File: config.mk
export PLATFORM = sky130hd
export DESIGN_NAME = pdrl_top
export DESIGN_NICKNAME = d
export VERILOG_FILES = /design/src/rtl/pdrl_top.v
export VERILOG_INCLUDE_DIRS = /design/src /design/src/common
export SDC_FILE = /design/constraint.sdc
export NUM_CORES = 1
export LEC_CHECK = 0
export ABC_AREA = 1
export BUFFER_PORTS_ARGS = -buffer_cell sky130_fd_sc_hd__buf_2
export CORE_ASPECT_RATIO = 0.8
export CORE_MARGIN = 8
export CORE_UTILIZATION = 45
export DETAILED_ROUTE_END_ITERATION = 12
export GPL_TIMING_DRIVEN = 0
export PLACE_DENSITY = 0.69
export SETUP_SLACK_MARGIN = 0.2
export SLEW_MARGIN = 40
export SYNTH_ARGS = -nofsm -noshare
export SYNTH_HDL_FRONTEND = slang
export SYNTH_SLANG_ARGS = --single-unit
File: constraint.sdc
create_clock -name pclk -period 3.5 [get_ports pclk]
set_input_delay 0.175 -clock pclk [delete_from_list [all_inputs] [get_ports pclk]]
set_output_delay 0.175 -clock pclk [all_outputs]
set_load 0.02 [all_outputs]
File: src/common/pdrl_defines.vh
`ifndef PDRL_DEFINES_VH
`define PDRL_DEFINES_VH

// register indexes; byte address is four times the index
`define PDRL_IDX_AC12 8'h1A
`define PDRL_IDX_AC34 8'h1B
`define PDRL_IDX_CFG1 8'h21
`define PDRL_IDX_CFG2 8'h22
`define PDRL_IDX_CFG3 8'h23
`define PDRL_IDX_CFG4 8'h24
`define PDRL_IDX_DUTY1 8'h30
`define PDRL_IDX_DUTY2 8'h31
`define PDRL_IDX_DUTY3 8'h32
`define PDRL_IDX_DUTY4 8'h33

// field positions
`define PDRL_EN_LO 0
`define PDRL_EN_HI 1
`define PDRL_RR_LO_MSB 4
`define PDRL_RR_LO_LSB 2
`define PDRL_RR_HI_MSB 7
`define PDRL_RR_HI_LSB 5
`define PDRL_SLOW_BIT 3

// reset values
`define PDRL_AC_RST 8'h00
`define PDRL_SLOW_RST 1'b0
`define PDRL_DUTY_RST 8'h00

// timing
`define PDRL_LAST_SLOT 8'hFE
`define PDRL_FULL_DUTY 8'hFF
`define PDRL_SLOW_LAST 2'h3

// step sizes in slots, codes 000..111
`define PDRL_STEP_0 8'h01
`define PDRL_STEP_1 8'h02
`define PDRL_STEP_2 8'h03
`define PDRL_STEP_3 8'h05
`define PDRL_STEP_4 8'h08
`define PDRL_STEP_5 8'h0C
`define PDRL_STEP_6 8'h18
`define PDRL_STEP_7 8'h30

`endif

File: src/rtl/pdrl_top.v
// Overview of operation
// - enable bit 0 of register one turns on ramp limiting for output one.
// - enable bit 1 of register one turns on ramp limiting for output two.
// - enable bit 0 of register two turns on ramp limiting for output three.
// - enable bit 1 of register two turns on ramp limiting for output four.
// - each pwm period has 255 slots; duty is a count of high slots.
// - target above applied duty: raise applied duty by the selected step.
// - target below applied duty: lower applied duty by the selected step.
// - the stepped result becomes the previous duty for the next comparison.
// - output one step field bits 4:2 decode to 1,2,3,5,8,12,24,48 slots.
// - output two step field sits in bits 7:5 of register one.
// - limiting acts per output, independent of other outputs.
// - limiting off: applied duty follows the target at once.
// - outputs three and four steps sit in bits 4:2 and 7:5 of register two.
// - slow bit 3 in an output config register slows its ramp four times.
//
// Register access over APB was decided locally.
`timescale 1ns/1ns
`default_nettype none
`include "pdrl_defines.vh"

module pdrl_top #(
    parameter SLOT_DIV = 4 // pclk cycles per pwm slot
)(
    input wire pclk, // system clock, 250 MHz
    input wire presetn, // asynchronous reset, active low
    input wire ce, // clock enable, freezes all state when low
    input wire psel, // apb select
    input wire penable, // apb access phase
    input wire pwrite, // apb direction, high for write
    input wire [11:0] paddr, // apb byte address
    input wire [31:0] pwdata, // apb write data
    output reg [31:0] prdata, // apb read data
    output reg pready, // apb ready
    output reg pslverr, // apb error, unmapped address
    input wire duty_update, // one-cycle pulse, new targets valid
    input wire [7:0] target_duty_1, // calculated duty for output one
    input wire [7:0] target_duty_2, // calculated duty for output two
    input wire [7:0] target_duty_3, // calculated duty for output three
    input wire [7:0] target_duty_4, // calculated duty for output four
    output wire fan_drive_1, // pwm output one
    output wire fan_drive_2, // pwm output two
    output wire fan_drive_3, // pwm output three
    output wire fan_drive_4 // pwm output four
);

    reg [7:0] acoustic_ctrl_out12;
    reg [7:0] acoustic_ctrl_out34;
    reg [3:0] slow_ramp;
    reg [7:0] applied [0:3];
    reg [7:0] period_duty [0:3];
    reg [1:0] slow_cnt [0:3];
    reg [3:0] drive;
    reg [7:0] slot;
    reg [15:0] div_cnt;

    wire [7:0] target [0:3];
    wire [3:0] limit_on;
    wire [2:0] rate_code [0:3];
    wire [7:0] idx;
    wire access_hit;
    wire wr_take;
    wire slot_tick;
    wire period_end;
    reg [31:0] rd_mux;
    reg rd_ok;

    assign target[0] = target_duty_1;
    assign target[1] = target_duty_2;
    assign target[2] = target_duty_3;
    assign target[3] = target_duty_4;

    assign limit_on[0] = acoustic_ctrl_out12[`PDRL_EN_LO];
    assign limit_on[1] = acoustic_ctrl_out12[`PDRL_EN_HI];
    assign limit_on[2] = acoustic_ctrl_out34[`PDRL_EN_LO];
    assign limit_on[3] = acoustic_ctrl_out34[`PDRL_EN_HI];

    assign rate_code[0] = acoustic_ctrl_out12[`PDRL_RR_LO_MSB:`PDRL_RR_LO_LSB];
    assign rate_code[1] = acoustic_ctrl_out12[`PDRL_RR_HI_MSB:`PDRL_RR_HI_LSB];
    assign rate_code[2] = acoustic_ctrl_out34[`PDRL_RR_LO_MSB:`PDRL_RR_LO_LSB];
    assign rate_code[3] = acoustic_ctrl_out34[`PDRL_RR_HI_MSB:`PDRL_RR_HI_LSB];

    assign fan_drive_1 = drive[0];
    assign fan_drive_2 = drive[1];
    assign fan_drive_3 = drive[2];
    assign fan_drive_4 = drive[3];

    function [7:0] step_of;
        input [2:0] code;
        begin
            case (code)
                3'h0: step_of = `PDRL_STEP_0;
                3'h1: step_of = `PDRL_STEP_1;
                3'h2: step_of = `PDRL_STEP_2;
                3'h3: step_of = `PDRL_STEP_3;
                3'h4: step_of = `PDRL_STEP_4;
                3'h5: step_of = `PDRL_STEP_5;
                3'h6: step_of = `PDRL_STEP_6;
                default: step_of = `PDRL_STEP_7;
            endcase
        end
    endfunction

    // one limited move from the previous duty toward the target
    function [7:0] ramp_to;
        input [7:0] prev;
        input [7:0] tgt;
        input [7:0] step;
        reg [7:0] gap;
        begin
            gap = 8'h00;
            // gap compared before the add, so the sum can never pass 255
            if (tgt > prev)
            begin
                gap = tgt - prev;
                if (gap > step)
                begin
                    ramp_to = prev + step;
                end
                else
                begin
                    ramp_to = tgt;
                end
            end
            else if (tgt < prev)
            begin
                gap = prev - tgt;
                if (gap > step)
                begin
                    ramp_to = prev - step;
                end
                else
                begin
                    ramp_to = tgt;
                end
            end
            else
            begin
                ramp_to = prev;
            end
        end
    endfunction

    // apb: one wait state, answer registered so all outputs come from flops
    assign idx = paddr[9:2];
    assign access_hit = psel & penable & ~pready;
    assign wr_take = psel & penable & pready & pwrite & ~pslverr;

    always @*
    begin
        rd_mux = 32'h0000_0000;
        rd_ok = 1'b1;
        if (paddr[11:10] != 2'h0 || paddr[1:0] != 2'h0)
            rd_ok = 1'b0;
        else
        begin
            case (idx)
                `PDRL_IDX_AC12:
                begin
                    rd_mux[7:0] = acoustic_ctrl_out12;
                end
                `PDRL_IDX_AC34:
                begin
                    rd_mux[7:0] = acoustic_ctrl_out34;
                end
                // config registers hold only the slow bit; the rest reads zero
                `PDRL_IDX_CFG1:
                begin
                    rd_mux[`PDRL_SLOW_BIT] = slow_ramp[0];
                end
                `PDRL_IDX_CFG2:
                begin
                    rd_mux[`PDRL_SLOW_BIT] = slow_ramp[1];
                end
                `PDRL_IDX_CFG3:
                begin
                    rd_mux[`PDRL_SLOW_BIT] = slow_ramp[2];
                end
                `PDRL_IDX_CFG4:
                begin
                    rd_mux[`PDRL_SLOW_BIT] = slow_ramp[3];
                end
                `PDRL_IDX_DUTY1:
                begin
                    rd_mux[7:0] = applied[0];
                end
                `PDRL_IDX_DUTY2:
                begin
                    rd_mux[7:0] = applied[1];
                end
                `PDRL_IDX_DUTY3:
                begin
                    rd_mux[7:0] = applied[2];
                end
                `PDRL_IDX_DUTY4:
                begin
                    rd_mux[7:0] = applied[3];
                end
                default:
                begin
                    rd_ok = 1'b0;
                end
            endcase
        end
    end

    always @(posedge pclk or negedge presetn)
    begin
        if (!presetn)
        begin
            pready <= 1'b0;
            pslverr <= 1'b0;
            prdata <= 32'h0000_0000;
        end
        else if (ce)
        begin
            pready <= access_hit;
            pslverr <= access_hit & ~rd_ok;
            if (access_hit && !pwrite)
                prdata <= rd_mux;
            else if (access_hit)
                prdata <= 32'h0000_0000;
        end
    end

    always @(posedge pclk or negedge presetn)
    begin
        if (!presetn)
        begin
            acoustic_ctrl_out12 <= `PDRL_AC_RST;
            acoustic_ctrl_out34 <= `PDRL_AC_RST;
            slow_ramp <= {4{`PDRL_SLOW_RST}};
        end
        else if (ce && wr_take)
        begin
            case (idx)
                `PDRL_IDX_AC12:
                begin
                    acoustic_ctrl_out12 <= pwdata[7:0];
                end
                `PDRL_IDX_AC34:
                begin
                    acoustic_ctrl_out34 <= pwdata[7:0];
                end
                `PDRL_IDX_CFG1:
                begin
                    slow_ramp[0] <= pwdata[`PDRL_SLOW_BIT];
                end
                `PDRL_IDX_CFG2:
                begin
                    slow_ramp[1] <= pwdata[`PDRL_SLOW_BIT];
                end
                `PDRL_IDX_CFG3:
                begin
                    slow_ramp[2] <= pwdata[`PDRL_SLOW_BIT];
                end
                `PDRL_IDX_CFG4:
                begin
                    slow_ramp[3] <= pwdata[`PDRL_SLOW_BIT];
                end
                // duty status words are read-only; a write there is dropped quietly
                default:
                begin
                    acoustic_ctrl_out12 <= acoustic_ctrl_out12;
                end
            endcase
        end
    end

    // slot timebase shared by all outputs
    assign slot_tick = (div_cnt == SLOT_DIV[15:0] - 16'h0001);
    assign period_end = slot_tick && (slot == `PDRL_LAST_SLOT);

    always @(posedge pclk or negedge presetn)
    begin
        if (!presetn)
        begin
            div_cnt <= 16'h0000;
            slot <= 8'h00;
        end
        else if (ce)
        begin
            if (slot_tick)
            begin
                div_cnt <= 16'h0000;
                if (slot == `PDRL_LAST_SLOT)
                begin
                    slot <= 8'h00;
                end
                else
                begin
                    slot <= slot + 8'h01;
                end
            end
            else
                div_cnt <= div_cnt + 16'h0001;
        end
    end

    genvar g;
    generate
        for (g = 0; g < 4; g = g + 1)
        begin : chan
            // with limiting on, slow mode lets only every fourth update move the duty
            wire move = ~slow_ramp[g] | (slow_cnt[g] == `PDRL_SLOW_LAST);

            always @(posedge pclk or negedge presetn)
            begin
                if (!presetn)
                begin
                    applied[g] <= `PDRL_DUTY_RST;
                    slow_cnt[g] <= 2'h0;
                end
                else if (ce && duty_update)
                begin
                    slow_cnt[g] <= slow_cnt[g] + 2'h1;
                    if (!limit_on[g])
                        applied[g] <= target[g];
                    else if (move)
                        applied[g] <= ramp_to(applied[g], target[g], step_of(rate_code[g]));
                end
            end

            // duty sampled once a period so a mid-period change cannot glitch the pulse
            always @(posedge pclk or negedge presetn)
            begin
                if (!presetn)
                begin
                    period_duty[g] <= `PDRL_DUTY_RST;
                    drive[g] <= 1'b0;
                end
                else if (ce)
                begin
                    if (period_end)
                    begin
                        period_duty[g] <= applied[g];
                    end
                    drive[g] <= (period_duty[g] == `PDRL_FULL_DUTY) | (slot < period_duty[g]);
                end
            end
        end
    endgenerate

endmodule

`default_nettype wire

After elaboration in Yosys (flattened, before gate mapping)
Cells that the tools add are included.
{"block": "totals", "regBits": 154, "inputBits": 83, "output_inout_bits": 38, "word_cells": 219}
{"block": "classes", "n_addsub": 22, "magnitude_cmp": 20, "eq_ne": 52, "muxes": 50, "n_bitwise": 21, "reduce_logical": 27}
{"op": "$mux W8", "n": 38}
{"op": "$pmux W6 S7", "n": 4}
{"op": "$gt A8 B8 Y1", "n": 12}
{"op": "$sub A8 B8 Y8", "n": 12}
{"op": "$eq A8 B6 Y1 const B", "n": 8}
{"op": "$lt A8 B8 Y1", "n": 8}
{"op": "$mux W32", "n": 2}
{"op": "$eq A8 B8 Y1 const B", "n": 5}
{"op": "$eq A3 B3 Y1 const B", "n": 12}
{"op": "$add A8 B8 Y8", "n": 4}
{"op": "$eq A3 B2 Y1 const B", "n": 8}
{"op": "$pmux W4 S6", "n": 1}
{"op": "$pmux W3 S6", "n": 1}
{"op": "$reduce_and A2 Y1", "n": 9}
{"op": "$add A16 B1 Y16 const B", "n": 1}
{"op": "$eq A16 B2 Y1 const B", "n": 1}
{"op": "$eq A8 B5 Y1 const B", "n": 2}
{"op": "$mux W16", "n": 1}
{"op": "$eq A3 B1 Y1 const B", "n": 4}
{"op": "$logic_not A3 Y1", "n": 4}
{"op": "$ne A3 B1 Y1 const B", "n": 4}
{"op": "$reduce_and A3 Y1", "n": 4}
{"op": "$pmux W1 S10", "n": 1}
{"op": "$reduce_or A10 Y1", "n": 1}
{"op": "other kinds (12)", "n": 45}

Longest topological paths before layout
{"block": "logic_depth", "word_depth": 11, "ltp_mapped": 20}

Worst setup path after synthesis
OpenSTA, ideal clock, no wires.
{"block": "synth_path", "path_kind": "reg2reg", "startpoint": "register applied[25] (netlist bit)", "endpoint": "register applied[25] (netlist bit)", "setup_time_ns": 0.116, "arrival_ns": 2.454, "required_time_ns": 3.384, "path_slack_ns": 0.930, "path_stages_with_launch": 17, "path_buffers": 0, "synth_period_minus_slack_ns": 2.570, "path_cell_list": "dfrtp_1 > inv_1 > fa_1 > nand2_1 > nand2_1 > and2_1 > xor2_1 > ha_1 > nand2_1 > inv_1 > nand4_2 > nand2_4 > nand2_1 > nand3_1 > nand3_1 > nand2_1 > nand2_1"}
{"block": "synth_between", "elab_chain_len": 7}
{"item": "from (decl)", "line": "pdrl_top.v:50", "text": "reg [7:0] applied [0:3];"}
{"item": "from (signal, indexed assignment)", "line": "pdrl_top.v:311", "text": "applied[g] <= `PDRL_DUTY_RST;"}
{"item": "from (signal, indexed assignment)", "line": "pdrl_top.v:318", "text": "applied[g] <= target[g];"}
{"item": "from (signal, indexed assignment)", "line": "pdrl_top.v:320", "text": "applied[g] <= ramp_to(applied[g], target[g], step_of(rate_code[g]));"}
{"item": "$sub A8 B8 Y8", "line": "pdrl_top.v:127", "text": "gap = prev - tgt;"}
{"item": "$gt A8 B8 Y1", "line": "pdrl_top.v:128", "text": "if (gap > step)"}
{"item": "$mux W8", "line": "pdrl_top.v:128"}
{"item": "$mux W8", "line": "pdrl_top.v:125", "text": "else if (tgt < prev)"}
{"item": "$mux W8", "line": "pdrl_top.v:113", "text": "if (tgt > prev)"}
{"item": "$mux W8", "line": "pdrl_top.v:319", "text": "else if (move)"}
{"item": "$mux W8", "line": "pdrl_top.v:317", "text": "if (!limit_on[g])"}
Parallel ways exist; a longest one is shown, timed or not. The select of a mux whose other input is x is not followed.
A chain may end at the register's enable or synchronous reset.

Worst setup path after layout
{"block": "layout_path", "startpoint": "register applied[16] (netlist bit)", "endpoint": "register applied[19] (netlist bit)"}
The elaborated chain is that of the path after synthesis.

==> impl_metrics.json <==
{
  "ios": 121,
  "worstPathArrival_ns": 3.40,
  "drive_above_1_share": 0.108,
  "clk_pin_slew_ns": 0.06,
  "tightest_slew_ns": 0.825,
  "path_class": "reg -> reg",
  "clock-root-buffer": "clkbuf_16",
  "synthCells": 2063,
  "relSlewSlack": 0.448,
  "utilization": 0.506,
  "grt_pass1_vias": 13100,
  "die_area_um2": 38300,
  "drtPass1Iterations": 6,
  "io_buffers": 71,
  "cpMostUsedCell": "nand2_1",
  "htree_levels": 4,
  "fp.dieW_um": 217,
  "met2_usage": 0.349,
  "cp_max_fo": 8,
  "cts_sinks": 130,
  "crit_cells": 15,
  "cts_buffer_depth": 2,
  "synthFlopType": "dfrtp_1",
  "tns_ns": 0,
  "gp_congestion": 0.945,
  "routed_wirelength_mm": 43.9,
  "period_minus_slack_ns": 3.07,
  "vias_per_cell": 5.42,
  "start_util": 0.452,
  "synth_area_um2": 14500,
  "core-area_um2": 32100,
  "std_cell_rows": 59,
  "final_max_slew_viol_count": 0,
  "yosys.area.top_type": "dfrtp_1",
  "synth-edff-count": 0,
  "nNetsFinal": 2469,
  "initialDrtViolationCount": 1392,
  "crit_path_max_incr_delay_ns": 0.42,
  "fmax_mhz": 326,
  "path_delay_family": "simple AND/OR/NAND/NOR gates",
  "final_cell_mix": "nand2_1, inv_1, nand3_1",
  "synth_area_leaders": "dfrtp_1, ha_1, nand2_1, inv_1, nand3_1",
  "avgSynthCellArea_um2": 7.04,
  "ys_warn_count": 0,
  "vias": 14200,
  "die-height_um": 177,
  "yosysUniqueCellTypes": 58,
  "routedWlPerCell_um": 16.7,
  "ff2ff_path_depth": 15,
  "worst-path-buf-inv": 2,
  "grt_max_degree": 75,
  "postSynth.asyncResetShare": 1.00,
  "maxCapViolations": 0,
  "grt.busiest_layer": "met2",
  "grt_pass1_wl_mm": 70.1,
  "p_per_area_nw_per_um2": 421,
  "synth-seq-cells": 130,
  "globalRoute.totalOverflow": 0,
  "dp_hpwl_mm": 35.1,
  "skew_ns": 0.0140,
  "cpMaxStageDelayCell": "dfrtp_1",
  "layout_commonest_cell": "nand2_1",
  "hp-class": "in -> reg",
  "rsz0062_at_grt": "true",
  "hold_ws_ns": 0.0383,
  "cts_tree": "done",
  "ir_drop_v": 0.000369,
  "crit_path_start_kind": "flop",
  "finalHoldViolCount": 0,
  "ant_nets": 0,
  "antenna_found_initial": 0,
  "path_cells": "inv_1 > ha_1 > inv_1 > fa_1 > xor2_1 > ha_1 > nand2_1 > nor3_1 > nand4_2 > nand2_4 > nand2_1 > nand3_1 > nand3_1 > nand2_1 > nand2_1",
  "grt.met3_usage": 0.0465,
  "min_delay_path_depth": 3,
  "finalSetupViolations": 0,
  "finalCritPeriodShare": 0.876,
  "grt_usage": 0.227,
  "p_leak_nw": 8.36,
  "yosysSeqAreaShare": 0.224,
  "cts_made_buffers": 17,
  "synth_top_area_frac": 0.224,
  "outcome": "finished clean",
  "grt_use_met1": 0.319,
  "diodes": 0,
  "endpoint_kind": "flop",
  "drcViolationCount": 0,
  "clk_latency_ns": 0.45,
  "cp_data_required_time_ns": 3.83,
  "syn_to_final_growth_pct": 11.9
}
flip-flops by register name, indices dropped and copies added (netlist names):
signal,flops
fan_drive_1,1
slot,8
slow_cnt,8
pslverr,1
div_cnt,16
prdata,8
acoustic_ctrl_out34,8
applied,32
acoustic_ctrl_out12,8
slow_ramp,4
period_duty,32
fan_drive_3,1
fan_drive_4,1
pready,1
fan_drive_2,1
report_power, final:
part	total (mW)	leakage (nW)	switching, mW	internal [mW]
Combinational	2.99	6.37	1.91	1.08
Clock	2.04	0.310	0.771	1.27
Sequential	1.82	1.69	0.170	1.65
path summary, 6_finish.rpt:
path                             startpoint                     end  slack, ns
worst min register to register  div_cnt[15]             div_cnt[15]       0.47
worst max-delay path            applied[16]             applied[19]       0.43
min in group asynchronous           presetn              div_cnt[9]       0.26
worst max register to register  applied[16]             applied[19]       0.43
max in group asynchronous           presetn  acoustic_ctrl_out34[3]       2.48
worst min-delay path              pwdata[6]  acoustic_ctrl_out34[6]       0.04
tightest hold or removal path, stage by stage:
cell	delay (ns)
buf_2	0.11
inv_1	0.06
o21ai_0	0.08
Yosys cell counts (6+ instances only):
library cell	number
nand2_1	481
inv_1	308
nand3_1	221
ha_1	187
a21oi_1	141
dfrtp_1	130
o21ai_0	97
nor2_1	87
xor2_1	74
buf_4	32
nand4_1	29
nor3_1	28
clkbuf_1	22
o22ai_1	20
fa_1	16
nand2_2	16
nand2_4	15
nor4_1	15
a31oi_1	12
xnor2_1	12
a21o_1	10
a21oi_2	7
or2_1	7
a211oi_1	6
buf_2	6
clkinv_1	6
nor2_2	6
logic make-up (layout without fill, tap and decap cells):
kind of cell    after synthesis  after routing  synth area share
fa+ha+maj                   203            203             0.183
compound gates              320            320             0.127
buf+inv                     387            497             0.112
xor+xnor                     86             86            0.0519
other cells                   1             24          0.000258
flops                       130            130             0.224
simple gates                936            936             0.301
per-stage QoR:
step / power, mW / instance area (um^2) / setup WS, ns / instances
floorplan: 4.03 / 14600 / 0.930 / 2086
global placement: 4.66 / 15500 / 0.279 / 2584
detailed placement: 4.76 / 15500 / 0.406 / 2585
CTS: 6.83 / 16200 / 0.384 / 2618
global route: 7.34 / 16300 / 0.186 / 2623
finish: 6.85 / 16300 / 0.433 / 2623
per-layer routing:
metal / vias to the layer above / part of all wire
met5: - / 0
met4: 0 / 0.019
met3: 53 / 0.077
met2: 517 / 0.44
met1: 6664 / 0.47
li1: 6980 / -
layout make-up:
type                            instances  area, um^2
Timing Repair Buffer                   78         440
Sequential cell                       130        3250
Inverter                              321        1210
Fill cell                            3161       15900
Clock buffer                           17         425
Buffer                                 66         424
Multi-Input combinational cell       1569        9740
Tap cell                              427         534
Clock inverter                         15         230
what timing repair did:
action / 4_1_cts / 5_1_grt
setup endpoints to repair: 0 / 18
hold buffers: 1 / 0
hold endpoints to repair: 56 / 0
resized for setup: 0 / 8
buffers inserted: 0 / 5
Power figures use the tool's default switching activity.
